## src/inc/tca_pkg.sv

```systemverilog
// shared constants and state types for the compare/adc trigger block
package tca_pkg;
   // register byte offsets
   localparam logic [7:0]  TCA_ADDR_FLTR = 8'h1c;  // output control / input filter
   localparam logic [7:0]  TCA_ADDR_TRIG = 8'h20;  // adc trigger control
   // reset values
   localparam logic [7:0]  TCA_TRIG_RST  = 8'h00;
   localparam logic [11:0] TCA_FLTR_RST  = 12'h000;
   // trigger control fields
   localparam int          TCA_TRIG_GLB  = 7;      // global enable
   localparam int          TCA_TRIG_UEV  = 0;      // update event enable
   localparam int          TCA_TRIG_MLO  = 1;      // lowest match enable bit
   // per channel field layout, channel index 0=1a 1=1b 2=2a
   localparam int          TCA_CH_STRIDE = 4;
   localparam int          TCA_PH_OFS    = 3;
   // compare mode codes
   localparam logic [2:0]  TCA_OCM_LOW   = 3'h0;
   localparam logic [2:0]  TCA_OCM_HIGH  = 3'h1;
   localparam logic [2:0]  TCA_OCM_CLR   = 3'h2;
   localparam logic [2:0]  TCA_OCM_SET   = 3'h3;
   localparam logic [2:0]  TCA_OCM_TGL   = 3'h4;
   localparam logic [2:0]  TCA_OCM_PLS   = 3'h5;
   localparam logic [2:0]  TCA_OCM_PWM1  = 3'h6;
   localparam logic [2:0]  TCA_OCM_PWM2  = 3'h7;
   // filter prescaler masks and run length
   localparam logic [5:0]  TCA_DIV4_M    = 6'h03;
   localparam logic [5:0]  TCA_DIV16_M   = 6'h0f;
   localparam logic [5:0]  TCA_DIV64_M   = 6'h3f;
   localparam logic [1:0]  TCA_FLT_RUN   = 2'h3;

   // top level state
   typedef struct packed {
      logic [7:0]  trig;   // adc trigger control
      logic [11:0] fltr;   // modes, phases, filters
      logic [31:0] rdata;  // read data
      logic [2:0]  refl;   // compare reference levels
      logic [2:0]  oc;     // phased compare outputs
      logic [2:0]  pin;    // polarity adjusted inputs
      logic [2:0]  sync1;  // first sync stage
      logic [2:0]  sync2;  // second sync stage
      logic [5:0]  pre;    // filter prescaler
      logic        adc;    // adc trigger pulse
   } tca_main_type;

   // filter state
   typedef struct packed {
      logic       cand;  // candidate level
      logic [1:0] run;   // equal samples seen
      logic       out;   // filtered level
   } tca_filt_type;
endpackage

```

## src/rtl/tca_compare_trigger.sv

```systemverilog
// compare outputs, input filters and adc trigger selector
// Contract
// modes 0-5 force, clear, set, toggle, pulse
// pwm1 single point high below compare
// pwm2 is pwm1 with levels reversed
// two point uses a/b window
// 1b phase bit inverts output, slave input
// 1a phase bit inverts output, slave input
// bits 10:8 are 2a mode or filter
// bits 2:0 are 1a mode or filter
// filter 0xx off, else three samples
// nothing triggers adc without bit 7
// bits 1-6 enable channel match triggers
// bit 0 enables update event trigger
// software keeps trigger bits 31:8 default
// trigger control resets to zero
// trigger is one-cycle or of sources
//
// The strobed register port was chosen for this implementation.
`timescale 1ns/10ps
module tca_compare_trigger
   import tca_pkg::*;
(
   input  wire logic        ref_clk,
   input  wire logic        reset_n,
   input  wire logic [7:0]  reg_addr,
   input  wire logic [31:0] reg_wdata,
   input  wire logic        reg_wr,
   input  wire logic        reg_rd,
   output logic      [31:0] reg_rdata,
   input  wire logic [15:0] cnt_val,
   input  wire logic        cnt_tick,
   input  wire logic        cnt_down,
   input  wire logic        center_mode,
   input  wire logic        two_point,
   input  wire logic        slave_mode,
   input  wire logic [15:0] ccr_1a,
   input  wire logic [15:0] ccr_1b,
   input  wire logic [15:0] ccr_2a,
   input  wire logic [15:0] ccr_2b,
   input  wire logic        capture_1a,
   input  wire logic        capture_1b,
   input  wire logic        capture_2a,
   input  wire logic        match_3a,
   input  wire logic        match_2b,
   input  wire logic        match_3b,
   input  wire logic        update_event,
   input  wire logic        pin_1a,
   input  wire logic        pin_1b,
   input  wire logic        pin_2a,
   output logic             oc_1a,
   output logic             oc_1b,
   output logic             oc_2a,
   output logic             in_1a,
   output logic             in_1b,
   output logic             in_2a,
   output logic             adc_trigger
);
   tca_main_type     s_q;     // registered state
   tca_main_type     s_d;     // next state
   logic [2:0][15:0] sv;      // single point compare values
   logic [2:0][15:0] wa;      // window low edge
   logic [2:0][15:0] wb;      // window high edge
   logic [2:0]       cap;     // channel captures
   logic [2:0]       hit;     // compare match this cycle
   logic [2:0]       smp;     // filter sample enables
   logic [2:0]       filt;    // filtered inputs
   logic [5:0]       src;     // match sources, trigger bit order
   logic [3:0]       div_en;  // prescaler taps /1 /4 /16 /64

   // per channel operands, 0=1a 1=1b 2=2a
   assign sv  = {ccr_2a, ccr_1b, ccr_1a};
   assign wa  = {ccr_2a, ccr_1a, ccr_1a};
   assign wb  = {ccr_2b, ccr_1b, ccr_1b};
   assign cap = {capture_2a, capture_1b, capture_1a};

   // next reference level for one channel
   function automatic logic ref_next(
      input logic [2:0]  m,
      input logic        r,
      input logic        h,
      input logic [15:0] c,
      input logic [15:0] s,
      input logic [15:0] a,
      input logic [15:0] b
   );
      logic pw;
      logic res;
      pw  = 1'b0;
      res = r;
      case (m)
         TCA_OCM_LOW:  res = 1'b0;
         TCA_OCM_HIGH: res = 1'b1;
         TCA_OCM_CLR:  res = h ? 1'b0 : r;
         TCA_OCM_SET:  res = h ? 1'b1 : r;
         TCA_OCM_TGL:  res = h ? ~r : r;
         TCA_OCM_PLS:  res = h | (r & ~cnt_tick);
         default:
         begin
            if (!two_point)
               pw = cnt_down ? (c <= s) : (c < s);
            else if (!center_mode)
               pw = (a < c) && (c <= b);
            else
               pw = cnt_down ? (c <= b) : (a < c);
            res = (m == TCA_OCM_PWM2) ? ~pw : pw;
         end
      endcase
      return res;
   endfunction

   // prescaler taps for the filter sample rate
   always_comb
   begin
      div_en[0] = 1'b1;
      div_en[1] = (s_q.pre & TCA_DIV4_M) == TCA_DIV4_M;
      div_en[2] = (s_q.pre & TCA_DIV16_M) == TCA_DIV16_M;
      div_en[3] = s_q.pre == TCA_DIV64_M;
   end

   // match events and trigger source vector
   always_comb
   begin
      for (int i = 0; i < 3; i++)
      begin
         hit[i] = cnt_tick && (cnt_val == sv[i]) && !cap[i];
      end
      // bit order 1a 2a 3a 1b 2b 3b
      src = {match_3b, match_2b, hit[1], match_3a, hit[2], hit[0]};
   end

   // filters on the shared mode/filter fields
   generate
      for (genvar g = 0; g < 3; g++)
      begin : g_flt
         logic [2:0] fcode;  // filter code, live only in capture
         // field is mode when comparing, filter when capturing
         assign fcode  = cap[g] ? s_q.fltr[g*TCA_CH_STRIDE +: 3] : 3'h0;
         assign smp[g] = div_en[s_q.fltr[g*TCA_CH_STRIDE +: 2]];
         tca_filter u_flt (
            .ref_clk (ref_clk),
            .reset_n (reset_n),
            .smp_en  (smp[g]),
            .code    (fcode),
            .din     (s_q.sync2[g]),
            .dout    (filt[g])
         );
      end
   endgenerate

   // next state: bus, sync, compare, trigger
   always_comb
   begin
      s_d       = s_q;
      s_d.sync1 = {pin_2a, pin_1b, pin_1a};
      s_d.sync2 = s_q.sync1;
      s_d.pre   = s_q.pre + 6'h01;
      // register writes, upper trigger bits not stored
      if (reg_wr && reg_addr == TCA_ADDR_TRIG)
         s_d.trig = reg_wdata[7:0];
      if (reg_wr && reg_addr == TCA_ADDR_FLTR)
         s_d.fltr = reg_wdata[11:0];
      // read data valid the cycle after the strobe only
      s_d.rdata = 32'h0000_0000;
      if (reg_rd)
      begin
         unique case (reg_addr)
            TCA_ADDR_TRIG: s_d.rdata = {24'h00_0000, s_q.trig};
            TCA_ADDR_FLTR: s_d.rdata = {20'h0_0000, s_q.fltr};
            default:       s_d.rdata = 32'h0000_0000;  // unmapped
         endcase
      end
      // compare reference and phase per channel
      for (int i = 0; i < 3; i++)
      begin
         if (cap[i])
         begin
            // capture: field is a filter, output parked low
            s_d.refl[i] = 1'b0;
            s_d.oc[i]   = 1'b0;
         end
         else
         begin
            s_d.refl[i] = ref_next(s_q.fltr[i*TCA_CH_STRIDE +: 3], s_q.refl[i], hit[i],
                                   cnt_val, sv[i], wa[i], wb[i]);
            s_d.oc[i]   = s_d.refl[i] ^ s_q.fltr[i*TCA_CH_STRIDE+TCA_PH_OFS];
         end
         // slave mode input polarity from the same phase bit
         s_d.pin[i] = filt[i] ^ (slave_mode & s_q.fltr[i*TCA_CH_STRIDE+TCA_PH_OFS]);
      end
      // one-cycle trigger, or of enabled sources, gated globally
      s_d.adc = s_q.trig[TCA_TRIG_GLB] &
                ((s_q.trig[TCA_TRIG_UEV] & update_event) |
                 (|(src & s_q.trig[TCA_TRIG_MLO +: 6])));
   end

   // state register, everything clears at reset
   always_ff @(posedge ref_clk or negedge reset_n)
   begin
      if (!reset_n)
      begin
         s_q      <= '0;
         s_q.trig <= TCA_TRIG_RST;
         s_q.fltr <= TCA_FLTR_RST;
      end
      else
      begin
         s_q <= s_d;
      end
   end

   // outputs straight from flops
   assign reg_rdata   = s_q.rdata;
   assign oc_1a       = s_q.oc[0];
   assign oc_1b       = s_q.oc[1];
   assign oc_2a       = s_q.oc[2];
   assign in_1a       = s_q.pin[0];
   assign in_1b       = s_q.pin[1];
   assign in_2a       = s_q.pin[2];
   assign adc_trigger = s_q.adc;
endmodule // tca_compare_trigger

```

## src/rtl/tca_filter.sv

```systemverilog
// three sample input filter for one capture channel
`timescale 1ns/10ps
module tca_filter
   import tca_pkg::*;
(
   input  wire logic       ref_clk,
   input  wire logic       reset_n,
   input  wire logic       smp_en,
   input  wire logic [2:0] code,
   input  wire logic       din,
   output logic            dout
);
   tca_filt_type s_q;  // registered state
   tca_filt_type s_d;  // next state

   // candidate tracking and run counting
   always_comb
   begin
      s_d = s_q;
      if (!code[2])
      begin
         // 0xx passes the sample straight on
         s_d.out  = din;
         s_d.cand = din;
         s_d.run  = TCA_FLT_RUN;
      end
      else if (smp_en)
      begin
         if (din != s_q.cand)
         begin
            // new level, restart the run
            s_d.cand = din;
            s_d.run  = 2'h1;
         end
         else if (s_q.run != TCA_FLT_RUN)
         begin
            s_d.run = s_q.run + 2'h1;
         end
         if (din == s_q.cand && s_q.run >= 2'h2)
         begin
            // third equal sample accepted
            s_d.out = din;
         end
      end
   end

   // state register
   always_ff @(posedge ref_clk or negedge reset_n)
   begin
      if (!reset_n)
         s_q <= '0;
      else
         s_q <= s_d;
   end

   assign dout = s_q.out;
endmodule // tca_filter

```

## config.mk

```make
export PLATFORM = sky130hd
export DESIGN_NAME = tca_compare_trigger
export DESIGN_NICKNAME = d
export VERILOG_FILES = /design/src/inc/tca_pkg.sv /design/src/rtl/tca_compare_trigger.sv /design/src/rtl/tca_filter.sv
export SDC_FILE = /design/constraint.sdc
export NUM_CORES = 1
export LEC_CHECK = 0
export BUFFER_PORTS_ARGS = -buffer_cell sky130_fd_sc_hd__buf_2
export CELL_PAD_IN_SITES_DETAIL_PLACEMENT = 1
export CELL_PAD_IN_SITES_GLOBAL_PLACEMENT = 1
export CORE_MARGIN = 3
export CORE_UTILIZATION = 34
export CTS_CLUSTER_DIAMETER = 150
export DETAILED_ROUTE_END_ITERATION = 10
export PLACE_DENSITY = 0.79
export SETUP_SLACK_MARGIN = 0.15
export SLEW_MARGIN = 20
export SYNTH_ARGS = -nofsm -noshare
export SYNTH_HDL_FRONTEND = slang
export SYNTH_SLANG_ARGS = --single-unit
```

## constraint.sdc

```tcl
create_clock -name ref_clk -period 1.7 [get_ports ref_clk]
set_input_delay 0.255 -clock ref_clk [delete_from_list [all_inputs] [get_ports ref_clk]]
set_output_delay 0.255 -clock ref_clk [all_outputs]
set_load 0.1 [all_outputs]
```

### Word level (Yosys, flattened, before mapping)

Cells that the tools add are included.

| word-level totals | value |
|---|---|
| register bits | 86 |
| bits of input ports | 139 |
| output and inout port bits | 39 |
| word-level logic and storage cells | 212 |

| operators by class | value |
|---|---|
| add/subtract/negate cells | 4 |
| $lt $le $gt $ge | 15 |
| equal/unequal tests | 47 |
| muxes and demuxes | 69 |
| bitwise gates (word level) | 26 |
| reduce and logical (&&, ||, !) cells | 32 |

Operators with widths:

| cell | count |
|---|---|
| < comparator 16 bit | 5 |
| <= comparator 16 bit | 4 |
| == test 16 bit | 3 |
| two-way mux 1 bit | 46 |
| two-way mux 32 bit | 1 |
| == test 3 bit, second input constant | 9 |
| two-way mux 4 bit | 6 |
| one-hot mux 12 bit (2 select lines) | 1 |
| OR reduction 6 bit | 4 |
| == test 3 x 2 -> 1 bit, second input constant | 6 |
| != test 2 bit, second input constant | 9 |
| one-hot mux 1 bit (6 select lines) | 3 |
| AND reduction 2 bit | 9 |
| logical AND 1 bit | 13 |
| two-way mux 2 bit | 6 |
| == test 3 x 1 -> 1 bit, second input constant | 3 |
| zero test 3 bit | 3 |
| < comparator 2 x 3 -> 1 bit, second input constant | 3 |
| two-way mux 3 bit | 3 |
| != test 3 bit, second input constant | 3 |
| bitwise AND 1 bit | 8 |
| == test 8 x 5 -> 1 bit, second input constant | 1 |
| == test 8 x 6 -> 1 bit, second input constant | 1 |
| inverter 1 bit | 7 |
| other kinds (14) | 36 |

### Longest topological paths before layout

Gate-level depths: netlist of run 1.

| depth | value |
|---|---|
| word-level depth | 12 |
| gate-level depth with buffers | 14 |
| depth with buffers taken out | 14 |

### Modules after synthesis

From an unflattened synthesis of run 1, not the netlist that was laid out.

| unflattened totals | value |
|---|---|
| cell total of the unflattened synthesis | 536 |
| area, all modules | 5063.6 um^2 |

By module, submodules not included:

| module | instances | cells an instance | area an instance (um^2) | seq. area each (um^2) |
|---|---|---|---|---|
| tca_compare_trigger | 1 | 467 | 4335.4 | 1351.3 |
| tca_filter | 3 | 23 | 242.7 | 100.1 |

### Worst setup path after synthesis of run 1

OpenSTA, ideal clock, no wires.

| timing path | value |
|---|---|
| path kind | input port to flip-flop |
| from | input port cnt_val[14] |
| to | register s_q, in the netlist oc_1a |
| setup time | 0.125 ns |
| arrival time | 2.652 ns |
| required time | 1.575 ns |
| setup slack | -1.077 ns |
| stages | 11 |
| path buffers | 0 |
| cells stage by stage | inv_1 > ha_1 > a21oi_1 > nand2_1 > a221o_1 > or4_1 > a22oi_1 > nor3_2 > xnor2_1 > a311o_1 > mux2_4 |

RTL lines:

| item | line | source |
|---|---|---|
| start, declared | tca_compare_trigger.sv:31 | `input wire logic [15:0] cnt_val,` |
| end, declared | tca_compare_trigger.sv:59 | `tca_main_type s_q;` |

==> Implementation_results.wiki, run 1 <==
{| class="wikitable"
! Metric !! Value
|-
| Area of all placed cells without fillers || 0.00782 mm^2
|-
| Netlist area before placement || 0.00498 mm^2
|-
| # nets final || 964
|-
| Overall routing resource usage || 22.2%
|-
| Top cells by area in the synthesized netlist || sky130_fd_sc_hd__dfrtp_1, sky130_fd_sc_hd__ha_1, sky130_fd_sc_hd__mux2_2
|-
| Library cell with the highest instance count after synthesis || sky130_fd_sc_hd__ha_1
|-
| Number of placed instances with taps included || 881
|-
| Total of fill cells in the finished design || 1589
|-
| Category of the worst setup path capture point || flop
|-
| DRC violation count after routing || 0
|-
| Count of antenna-violating nets left after detailed routing || 0
|-
| Routed length per placed instance || 22.0 um
|-
| Sequential cell area fraction in the yosys report || 33.1%
|-
| Instance area at placement || 0.00636 mm^2
|-
| Peak clock frequency supported by timing || 0.377 GHz
|-
| Global route total overflow || 0
|-
| Cell class contributing the biggest share of worst-path delay || simple AND/OR/NAND/NOR gates
|-
| Avg Inst Size Synth || 9.37 um^2
|-
| Async set or reset register ratio after synthesis || 100%
|-
| DR vias || 5037
|-
| Distinct cell type count of the synthesized netlist || 55
|-
| CP Cell Sequence || buf_6, inv_2, ha_4, nand4_1, or4_4, nor3b_4, inv_2, ha_4, nor2_4, o21ai_2, o311ai_4, o31ai_2, nor3_2, xnor2_1, nor2_1
|-
| Bufs on Longest Clock Path || 2
|-
| Number of max-capacitance violations reported || 0
|-
| Pins over their slew limit || 0
|-
| Initial cell density of the core || 35.4%
|-
| Number of failing setup endpoints in the final timing report || 15
|-
| H-Tree Level Count || 3
|-
| Arrival time reported for the critical path endpoint || 2.88 ns
|-
| Pin count of the biggest net entering global routing || 31
|-
| Number of synthesis warnings || 0
|-
| Setup_tns || -6.06 ns
|-
| Setup ws final || -0.954 ns
|-
| Dominant register cell in the synthesized netlist || sky130_fd_sc_hd__dfrtp_1
|-
| Setup repair after global routing missed its margin || yes
|-
| FP Rows || 43
|-
| Cell with the largest stage delay on the worst path || sky130_fd_sc_hd__or4_4
|-
| R2R cell count || 7
|-
| Later-pin clock latency in the skew report || 0.34 ns
|-
| Global-route wire length before repair || 28400 um
|-
| Final HPWL from detailed placement || 13200 um
|-
| Post-synthesis instance total || 532
|-
| Area of the core || 0.0141 mm^2
|-
| Cell type contributing the most total cell area after synthesis || sky130_fd_sc_hd__dfrtp_1
|-
| # clock sinks || 66
|-
| Number of global-route vias before repair || 5569
|-
| Required time of the critical path || 1.92 ns
|-
| Worst hold stages || 1
|-
| RD Place Congestion || 0.897
|-
| Post-detailed-routing wire length || 20700 um
|-
| Area share of the largest cell type after synthesis || 33.1%
|-
| Outcome || complete, but fails checks
|-
| Number of synthesized register bits || 66
|-
| Drt pass-1 iters || 6
|-
| Critical R2R Capture || g_flt[2].u_flt.s_q[1]
|-
| Number of buffers inserted during clock tree synthesis || 9
|-
| Fin crit period || 2.65 ns
|-
| Initial antenna violation count || 3
|-
| Critical path startpoint category || input port
|-
| Biggest cell delay along the critical path || 0.63 ns
|-
| Number of synthesized flops with an enable pin || 0
|-
| Mean number of vias per cell || 5.36
|-
| Post-route non-filler standard cell count || 939
|-
| Height of the die || 127 um
|-
| Die outline area || 0.0162 mm^2
|-
| Max-slew headroom || 65.9%
|-
| Violated checks || setup timing
|-
| Syn-to-layout area delta || 56.8%
|-
| Hold Fails Final Rpt || 0
|-
| Largest driver fanout on the critical path || 3
|-
| Port Buffer Count || 137
|-
| Most frequent cells after synthesis || sky130_fd_sc_hd__ha_1, sky130_fd_sc_hd__inv_1, sky130_fd_sc_hd__dfrtp_1, sky130_fd_sc_hd__a21oi_1, sky130_fd_sc_hd__buf_4
|-
| Tcrit/Tclk final || 156%
|-
| Max IR drop VDD || 0.532 mV
|-
| Power Density || 665 mW/mm^2
|-
| Clock tree from TritonCTS || yes
|-
| Actual slew at the worst max-slew pin || 0.511 ns
|-
| Start of the worst register-to-register path || s_q[2]
|-
| End point of the most critical hold path || s_d[8]
|-
| Post-layout utilization of the core || 55.5%
|-
| Die extent in x || 127 um
|-
| Clock Skews || 0.00822 ns
|-
| Type of the worst setup path || input port to flop
|-
| Clock transition at the registers of the reported paths || 0.06 ns
|-
| Starting DRT DRC Count || 201
|-
| Root buffer selected by CTS || sky130_fd_sc_hd__clkbuf_16
|-
| Reg2reg setup slack || -0.14 ns
|-
| Critical path buffers and inverters || 3
|-
| Min-Delay Path Class || input port to flop
|-
| Leak || 3.94 nW
|-
| Hold Startpoint || pin_1b
|-
| Top-level I/O count || 178
|-
| Share of post-route cells with drive strength above 1 || 51.9%
|}
==> kinds of logic after synthesis <==
logic type,after synthesis,synth area share [%]
other cells,1,0.0752
xor+xnor,12,2.11
fa+ha+maj,74,18.6
mux,32,7.13
flops,66,33.1
buf+inv,113,10.9
simple gates,125,13.5
compound gates,109,14.6
==> layer usage <==
layer  track usage [%]  part of all wire, %  up-vias
li1                  -                    -     2292
met1              25.4                   38     2496
met2              40.4                   53      182
met3              4.18                  4.3       67
met4              9.02                  4.8        0
met5                 0                    0        -
==> layout by cell type, fill, tap and decap left out, drive strengths merged, types with 3 or more instances in the layout <==
cell type	Yosys	routed
o211ai	5	5
clkbuf	12	12
nor2b	8	8
a31oi	6	6
a211oi	5	5
or4	6	6
diode	0	3
nand2	30	30
mux2i	7	7
a21o	10	10
and3	4	4
a22o	8	8
conb	1	20
xnor2	8	8
nand3	15	15
and2	3	3
o2111ai	4	4
nand2b	4	4
nor3	8	8
o21ai	13	13
mux2	25	25
nand4	13	13
inv	68	68
dfrtp	66	66
a22oi	3	3
buf	33	233
a21oi	35	35
nand3b	3	3
nor2	18	18
nor4	5	5
ha	74	74
xor2	4	4
==> worst register-to-register path: stages, from the launching register on <==
cell	delay, ns
sky130_fd_sc_hd__dfrtp_1	0.43
sky130_fd_sc_hd__ha_4	0.20
sky130_fd_sc_hd__nand3_4	0.11
sky130_fd_sc_hd__a21oi_2	0.19
sky130_fd_sc_hd__o22ai_4	0.11
sky130_fd_sc_hd__or4_1	0.48
sky130_fd_sc_hd__o21ai_1	0.10
sky130_fd_sc_hd__nand3_1	0.11
==> stage by stage <==
stage          power (mW)  setup slack (ns)  hold slack, ns
5_1_grt              5.44             -1.03          0.0126
3_5_place_dp         2.93             -1.34           0.247
4_1_cts              4.98            -0.935          0.0160
6_report             5.20            -0.954          0.0247
3_3_place_gp         2.87             -1.22           0.234
2_1_floorplan        2.47            -0.933         -0.0406
==> layout make-up <==
type / count / area [um^2] / share of cell area [%]
sequential: 66 / 1660 / 21.2
clock inverter: 4 / 50.0 / 0.640
timing repair buffer: 234 / 1660 / 21.3
antenna: 3 / 7.51 / 0.0960
multi-input combinational: 372 / 3650 / 46.7
inverter: 68 / 308 / 3.94
tap: 180 / 225 / 2.88
clock buffer: 12 / 256 / 3.28
==> worst max path at each step <==
stage	startpoint	to	slack, ns	cells after the start
global placement	cnt_val[11]	oc_1a	-1.22	12
detailed placement	cnt_val[14]	oc_1a	-1.34	15
global route	cnt_val[7]	oc_1b	-1.03	15
finish	ccr_1b[9]	oc_1b	-0.95	15
CTS	cnt_val[7]	oc_2a	-0.93	13
floorplan	ccr_1a[14]	oc_1a	-0.93	9
==> state kept, by name, indices dropped and copies added, names as in the netlist, 3 cells and up <==
signal	count
s_q	32
reg_rdata	12
g_flt.u_flt.s_q	9
g_flt.u_flt.dout	3
s_d	3
==> power by group <==
part	switching (mW)	leakage [nW]	internal (mW)	total, mW
clock network	0.707	0.145	1.21	1.92
logic	0.918	2.96	0.667	1.59
registers	0.0651	0.836	1.63	1.69
==> what timing repair did <==
item | in CTS | in global routing
hold endpoints to repair | 17 | 0
gates resized for setup | 93 | 88
pin swaps | 45 | 50
setup buffers | 24 | 14
setup endpoints to repair | 18 | 19
hold buffers | 1 | 0
(Power assumes the default switching activity.)
==> run 2, diff against run 1 <==
--- a/config.mk
+++ b/config.mk
@@ -14,3 +14,3 @@
 export DETAILED_ROUTE_END_ITERATION = 10
-export PLACE_DENSITY = 0.79
+export PLACE_DENSITY_LB_ADDON = 0.1
 export SETUP_SLACK_MARGIN = 0.15
--- a/constraint.sdc
+++ b/constraint.sdc
@@ -3,2 +3,2 @@
 set_output_delay 0.255 -clock ref_clk [all_outputs]
-set_load 0.1 [all_outputs]
+set_load 0.01 [all_outputs]
==> run 2 against run 1 <==
The run still ends with setup timing left. Routed wire length shrank 21%. Via count shrank 7.8%. Final area shrank 2.6%. Largest cell class unchanged. Non-clock buffer count shrank 4. Highest routed layer unchanged. Critical path depth is the same. Sequential power is essentially flat. Clock-buffer cell count shrank 1. Cell count shrank 0.75%.
==> Implementation_results.wiki, run 2 (synthesized netlist as in run 1, its figures left out) <==
{| class="wikitable"
! Metric !! Value
|-
| Biggest cell delay along the critical path || 0.62 ns (about the same)
|-
| Setup repair after global routing missed its margin || yes
|-
| Arrival time reported for the critical path endpoint || 2.78 ns (-0.10 ns)
|-
| Met3 Usage GRT || 3.51% (-0.67 points)
|-
| Global-route wire length before repair || 26100 um (-8.1%)
|-
| Syn-to-layout area delta || 52.8%
|-
| Power Density || 631 mW/mm^2 (-5.0%)
|-
| Pins over their slew limit || 0 (unchanged)
|-
| Cell with the largest stage delay on the worst path || sky130_fd_sc_hd__or4_4
|-
| Register cell area after layout || 0.00165 mm^2 (-0.15%)
|-
| Tcrit/Tclk final || 150% (-5.8 points)
|-
| Overall routing resource usage || 20.1% (-2.1 points)
|-
| Reg2reg setup slack || -0.10 ns (+0.04 ns)
|-
| Die outline area || 0.0162 mm^2 (unchanged)
|-
| RD Place Congestion || 0.774 (-14%)
|-
| Antenna fix cells || 0 (-3)
|-
| Number of failing setup endpoints in the final timing report || 12 (-3)
|-
| Bufs on Longest Clock Path || 2 (unchanged)
|-
| Critical path startpoint category || input port
|-
| Cell class contributing the biggest share of worst-path delay || simple AND/OR/NAND/NOR gates
|-
| CP Cell Sequence || buf_8, inv_12, ha_4, nand4_1, or4_4, nor3b_4, inv_1, ha_1, nor2_1, o21ai_1, o311ai_2, o31ai_2, nor3_2, xnor2_1, nor2_1
|-
| Clock Skews || 0.00931 ns (+0.00109 ns)
|-
| Violated checks || setup timing
|-
| Most flop-heavy register || s_q
|-
| Total area of multi-input combinational cells || 0.00352 mm^2 (-3.8%)
|-
| Cell mode on critical path || sky130_fd_sc_hd__nor2_1
|-
| Critical path buffers and inverters || 3 (unchanged)
|-
| GR peak layer || met2
|-
| Number of global-route vias before repair || 5155 (-7.4%)
|-
| DR vias || 4645 (-7.8%)
|-
| Worst hold stages || 1 (unchanged)
|-
| Leak || 3.87 nW (-1.7%)
|-
| Post-detailed-routing wire length || 16400 um (-21%)
|-
| Area of the core || 0.0141 mm^2 (unchanged)
|-
| Max IR drop VDD || 0.586 mV (+10%)
|-
| Start of the worst register-to-register path || s_q[1]
|-
| Global route total overflow || 0 (unchanged)
|-
| # clock sinks || 66 (unchanged)
|-
| Instance area at placement || 0.00646 mm^2 (+1.5%)
|-
| Number of max-capacitance violations reported || 0 (unchanged)
|-
| Clock transition at the registers of the reported paths || 0.06 ns (about the same)
|-
| Largest driver fanout on the critical path || 3 (unchanged)
|-
| Later-pin clock latency in the skew report || 0.33 ns (about the same)
|-
| Min-Delay Path Class || input port to flop
|-
| Total of fill cells in the finished design || 1583 (-0.38%)
|-
| # nets final || 960 (-0.41%)
|-
| Flip-flop count of the largest register, all copies and words added || 32 (unchanged)
|-
| Root buffer selected by CTS || sky130_fd_sc_hd__clkbuf_16
|-
| Area of all placed cells without fillers || 0.00762 mm^2 (-2.6%)
|-
| Peak clock frequency supported by timing || 0.391 GHz (+3.9%)
|-
| GR Util met2 || 36.9% (-3.6 points)
|-
| Fin crit period || 2.56 ns (-0.0987 ns)
|-
| R2R cell count || 7 (unchanged)
|-
| Most common cell after layout, fill and taps aside || sky130_fd_sc_hd__buf_2
|-
| DRC violation count after routing || 0 (unchanged)
|-
| Critical path depth || 15 (unchanged)
|-
| Critical R2R Capture || g_flt[0].u_flt.s_q[1]
|-
| Height of the die || 127 um (unchanged)
|-
| Number of buffers inserted during clock tree synthesis || 9 (unchanged)
|-
| Final HPWL from detailed placement || 13000 um (-1.2%)
|-
| Count of antenna-violating nets left after detailed routing || 0 (unchanged)
|-
| Required time of the critical path || 1.92 ns (about the same)
|-
| FP Rows || 43 (unchanged)
|-
| Starting DRT DRC Count || 133 (-34%)
|-
| Port Buffer Count || 137 (unchanged)
|-
| Die extent in x || 127 um (unchanged)
|-
| Category of the worst setup path capture point || flop
|-
| End point of the most critical hold path || s_d[8]
|-
| Drt pass-1 iters || 4 (-2)
|-
| Overall power consumption || 4.81 mW (-7.4%)
|-
| Clock tree from TritonCTS || yes
|-
| Hold Fails Final Rpt || 0 (unchanged)
|-
| H-Tree Level Count || 3 (unchanged)
|-
| Commonest cells after routing, fill and taps aside || sky130_fd_sc_hd__buf_2, sky130_fd_sc_hd__buf_4, sky130_fd_sc_hd__dfrtp_1, sky130_fd_sc_hd__inv_1, sky130_fd_sc_hd__ha_1
|-
| Type of the worst setup path || input port to flop
|-
| GR met1 Demand/Resource || 24.7% (-0.77 points)
|-
| Top-level I/O count || 178 (unchanged)
|-
| Initial cell density of the core || 35.4% (unchanged)
|-
| Outcome || complete, but fails checks
|-
| Hold Startpoint || pin_1b
|-
| Pin count of the biggest net entering global routing || 36 (+16%)
|-
| Routed length per placed instance || 17.6 um (-20%)
|-
| Mean number of vias per cell || 4.98 (-7.1%)
|-
| Initial antenna violation count || 0 (-3)
|-
| Setup ws final || -0.855 ns (+0.0987 ns)
|-
| Share of post-route cells with drive strength above 1 || 48.7% (-3.2 points)
|}
[run 2: cell types whose count changed in the layout (fill, tap and decap cells not counted), sizes merged]
cell,previous run,this run
buf,233,229
diode,3,0
inv,68,70
clkbuf,12,11
clkinvlp,2,1
[run 2: worst max path at each step]
stage / slack (ns) / from / endpoint
finish: -0.86 / ccr_1b[11] / oc_1b
CTS: -0.90 / ccr_1b[10] / oc_1b
global route: -0.99 / ccr_1b[11] / oc_1b
global placement: -1.27 / ccr_1b[11] / oc_1b
floorplan: -0.93 / ccr_1a[14] / oc_1a
detailed placement: -1.34 / cnt_val[14] / oc_1a
[run 2: stage by stage]
stage | utilization [%] | setup TNS (ns) | std cells | setup slack, ns | hold WS (ns)
2_1_floorplan | - | -4.70 | 551 | -0.933 | -0.0406
3_3_place_gp | 45.8 | -7.49 | 895 | -1.27 | 0.169
3_5_place_dp | 45.8 | -8.38 | 895 | -1.34 | 0.179
4_1_cts | 52.4 | -4.38 | 923 | -0.901 | 0.0164
5_1_grt | 54.0 | -6.00 | 932 | -0.988 | 0.0179
6_report | 54.0 | -4.61 | 932 | -0.855 | 0.0286
[run 2: worst register-to-register path, cell delays in order, from the launching register on]
cell and delay [ns]:
sky130_fd_sc_hd__dfrtp_1 0.40, sky130_fd_sc_hd__ha_4 0.19, sky130_fd_sc_hd__nand3_4 0.13, sky130_fd_sc_hd__a21oi_4 0.17, sky130_fd_sc_hd__mux2i_4 0.11, sky130_fd_sc_hd__or3b_4 0.40
sky130_fd_sc_hd__mux2i_1 0.16, sky130_fd_sc_hd__nand3_1 0.11
[run 2: power breakdown]
part	switching (mW)	leakage (nW)	internal, mW
logic	0.577	2.88	0.613
registers	0.0567	0.839	1.63
clock network	0.715	0.153	1.22
[run 2: layout make-up]
type | instances | area share (%)
Tap cell | 180 | 2.96
Multi-Input combinational cell | 372 | 46.2
Timing Repair Buffer | 230 | 21.1
Clock inverter | 5 | 0.788
Sequential cell | 66 | 21.7
Clock buffer | 11 | 3.32
Inverter | 68 | 4.01
[run 2: timing repair]
item	in CTS	in global routing
endpoints found under the setup margin	19	19
pin swaps	34	13
hold buffers	1	0
resized for setup	111	34
endpoints found under the hold margin	12	0
buffers inserted	11	9
[run 2: layer usage]
layer	vias to the layer above	share of wire [%]
met5	-	0
met4	0	0.81
met1	2240	43
met2	113	52
li1	2278	-
met3	14	4.7
==> run 3, diff against run 2 <==
- CORE_UTILIZATION: 34 -> 35
- clock period: 1.7 -> 3.18 ns (I/O delays scaled with it)
==> run 3 against run 2 <==
Die area decreased by 2.7%. Sequential share of layout area increased by 3.5 points. Combinational power decreased by 58%. Clock-buffer cell count increased by 3. Core utilization decreased by 5.6 points. Power decreased by 50%. First-iteration DRC count decreased by 2.3%. Global-route usage decreased by 1.4 points. Largest cell class unchanged. Register-to-register slack improved by 1.1 ns. Clock skew decreased by 0.0041 ns. Sequential power decreased by 46%. The flow now finishes without violations. Hold slack improved by 0.016 ns.
==> Implementation_results.wiki, run 3 (synthesized netlist as in run 1, its figures left out) <==
{| class="wikitable"
! Metric !! Value
|-
| Cell class contributing the biggest share of worst-path delay || simple AND/OR/NAND/NOR gates
|-
| FP Rows || 42 (-2.3%)
|-
| Routed length per placed instance || 16.9 um (-4.2%)
|-
| Starting DRT DRC Count || 130 (-2.3%)
|-
| Most common cell after layout, fill and taps aside || sky130_fd_sc_hd__buf_2
|-
| Hold WS || 0.0447 ns (+0.0161 ns)
|-
| # clock sinks || 66 (unchanged)
|-
| Arrival time reported for the critical path endpoint || 3.12 ns (+0.34 ns)
|-
| Outcome || finished, final reports clean
|-
| Pins over their slew limit || 0 (unchanged)
|-
| Number of max-capacitance violations reported || 0 (unchanged)
|-
| H-Tree Level Count || 3 (unchanged)
|-
| Fin crit period || 2.91 ns
|-
| Global-route wire length before repair || 23800 um (-8.9%)
|-
| Global route total overflow || 0 (unchanged)
|-
| Type of the worst setup path || input port to flop
|-
| Clock Skews || 0.00525 ns (-0.00406 ns)
|-
| Max IR drop VDD || 0.293 mV (-50%)
|-
| Port Buffer Count || 137 (unchanged)
|-
| Later-pin clock latency in the skew report || 0.32 ns (about the same)
|-
| Critical path startpoint category || input port
|-
| Area of the core || 0.0136 mm^2 (-3.8%)
|-
| Power Density || 363 mW/mm^2 (-42%)
|-
| Number of buffers inserted during clock tree synthesis || 9 (unchanged)
|-
| Initial antenna violation count || 0 (unchanged)
|-
| Overall routing resource usage || 18.7% (-1.4 points)
|-
| Flip-flop count of the largest register, all copies and words added || 32 (unchanged)
|-
| Post-detailed-routing wire length || 14800 um (-9.8%)
|-
| Syn-to-layout area delta || 31.6%
|-
| Most flop-heavy register || s_q
|-
| RD Place Congestion || 0.821 (+6.1%)
|-
| Instance area at placement || 0.00596 mm^2 (-7.8%)
|-
| Die extent in x || 125 um (-1.4%)
|-
| Drt pass-1 iters || 4 (unchanged)
|-
| Total of fill cells in the finished design || 1616 (+2.1%)
|-
| Max-slew headroom || 39.8%
|-
| Actual slew at the worst max-slew pin || 0.900 ns
|-
| Number of failing setup endpoints in the final timing report || 0 (-12)
|-
| Tcrit/Tclk final || 91.4%
|-
| Antenna fix cells || 0 (unchanged)
|-
| Hold Fails Final Rpt || 0 (unchanged)
|-
| # nets final || 909 (-5.3%)
|-
| Biggest cell delay along the critical path || 0.56 ns (-0.06 ns)
|-
| Clock tree from TritonCTS || yes
|-
| Number of global-route vias before repair || 4913 (-4.7%)
|-
| Setup repair after global routing missed its margin || yes
|-
| DRC violation count after routing || 0 (unchanged)
|-
| CTS Hold Buffers Added || 0 (-1)
|-
| Largest driver fanout on the critical path || 3 (unchanged)
|-
| Top-level I/O count || 178 (unchanged)
|-
| Min-Delay Path Class || input port to async pin
|-
| Height of the die || 125 um (-1.4%)
|-
| Clock transition at the registers of the reported paths || 0.05 ns (about the same)
|-
| DR vias || 4503 (-3.1%)
|-
| Leak || 3.47 nW (-10%)
|-
| Pin count of the biggest net entering global routing || 33 (-8.3%)
|-
| Root buffer selected by CTS || sky130_fd_sc_hd__clkbuf_16
|-
| Peak clock frequency supported by timing || 0.344 GHz
|-
| Initial cell density of the core || 36.8% (+1.4 points)
|-
| Setup_tns || 0 ns (+4.61 ns)
|-
| Post-layout utilization of the core || 48.4% (-5.6 points)
|-
| Bufs on Longest Clock Path || 2 (unchanged)
|-
| Mean number of vias per cell || 5.13 (+3.0%)
|-
| Critical path buffers and inverters || 3 (unchanged)
|-
| Category of the worst setup path capture point || flop
|-
| Number of placed instances with taps included || 857 (-4.2%)
|-
| Count of antenna-violating nets left after detailed routing || 0 (unchanged)
|-
| Area of all placed cells without fillers || 0.00656 mm^2 (-14%)
|-
| Final HPWL from detailed placement || 12200 um (-5.9%)
|-
| Share of post-route cells with drive strength above 1 || 36.1% (-13 points)
|-
| Required time of the critical path || 3.39 ns (+1.47 ns)
|-
| CP Cell Sequence || buf_2, inv_1, ha_1, nand4_1, or4_4, nor3b_2, inv_1, ha_1, a21o_1, o21ai_0, o311ai_1, nand3_1, mux2_2
|-
| Cell with the largest stage delay on the worst path || sky130_fd_sc_hd__or4_4
|-
| Die outline area || 0.0157 mm^2 (-2.7%)
|-
| Post-route non-filler standard cell count || 877 (-5.9%)
|-
| Commonest cells after routing, fill and taps aside || sky130_fd_sc_hd__buf_2, sky130_fd_sc_hd__dfrtp_1, sky130_fd_sc_hd__ha_1, sky130_fd_sc_hd__inv_1, sky130_fd_sc_hd__buf_4
|}
[run 3: layout make-up]
class	count	area, um^2	share of cell area (%)
clock buffer	14	264	4.02
clock inverter	2	35.0	0.534
inverter	68	258	3.93
multi-input combinational	372	3040	46.4
sequential	66	1650	25.2
tap	176	220	3.36
timing repair buffer	179	1090	16.6
[run 3: final timing paths]
kind / startpoint / to / slack (ns) / cells past startpoint
setup / recovery: cnt_val[10] / oc_2a / 0.27 / 13
hold / removal: reset_n / reg_rdata[9] / 0.04 / 1
setup reg to reg: s_q[1] / g_flt[0].u_flt.s_q[1] / 1.02 / 7
hold reg to reg: s_d[8] / s_q[8] / 0.35 / 0
max in group asynchronous: reset_n / s_q[61] / 2.41 / 2
min in group ref_clk: pin_1a / s_d[7] / 0.26 / 1
[run 3: through the flow]
stage / power (mW) / worst slack, ns
final: 2.38 / 0.272
after global routing: 2.53 / 0.0552
after CTS: 2.37 / 0.152
after detailed placement: 1.38 / -0.195
after global placement: 1.35 / -0.191
after floorplan: 1.17 / 0.181
[run 3: metal layers]
layer | vias to the layer above | part of all wire, % | GRT usage (%)
li1 | 2182 | - | -
met1 | 2211 | 43 | 23.7
met2 | 100 | 51 | 33.2
met3 | 10 | 4.7 | 3.67
met4 | 0 | 0.86 | 3.76
met5 | - | 0 | 0
[run 3: timing repair]
item                       in CTS  in global routing
buffers inserted                0                  4
resized for setup               0                 62
setup endpoints to repair       0                  3
[run 3: power by group]
part	internal [mW]	switching (mW)	total, mW	leakage [nW]
Sequential	0.870	0.0324	0.903	0.841
Clock	0.648	0.329	0.977	0.147
Combinational	0.248	0.257	0.505	2.48
Total	1.77	0.618	2.38	3.47
[run 3: worst reg2reg max path: cells and delay by family (launching register included)]
family	cells	cell delay, ns
mux	2	0.38
simple gates	3	0.83
flops	1	0.35
compound gates	1	0.19
fa+ha+maj	1	0.27
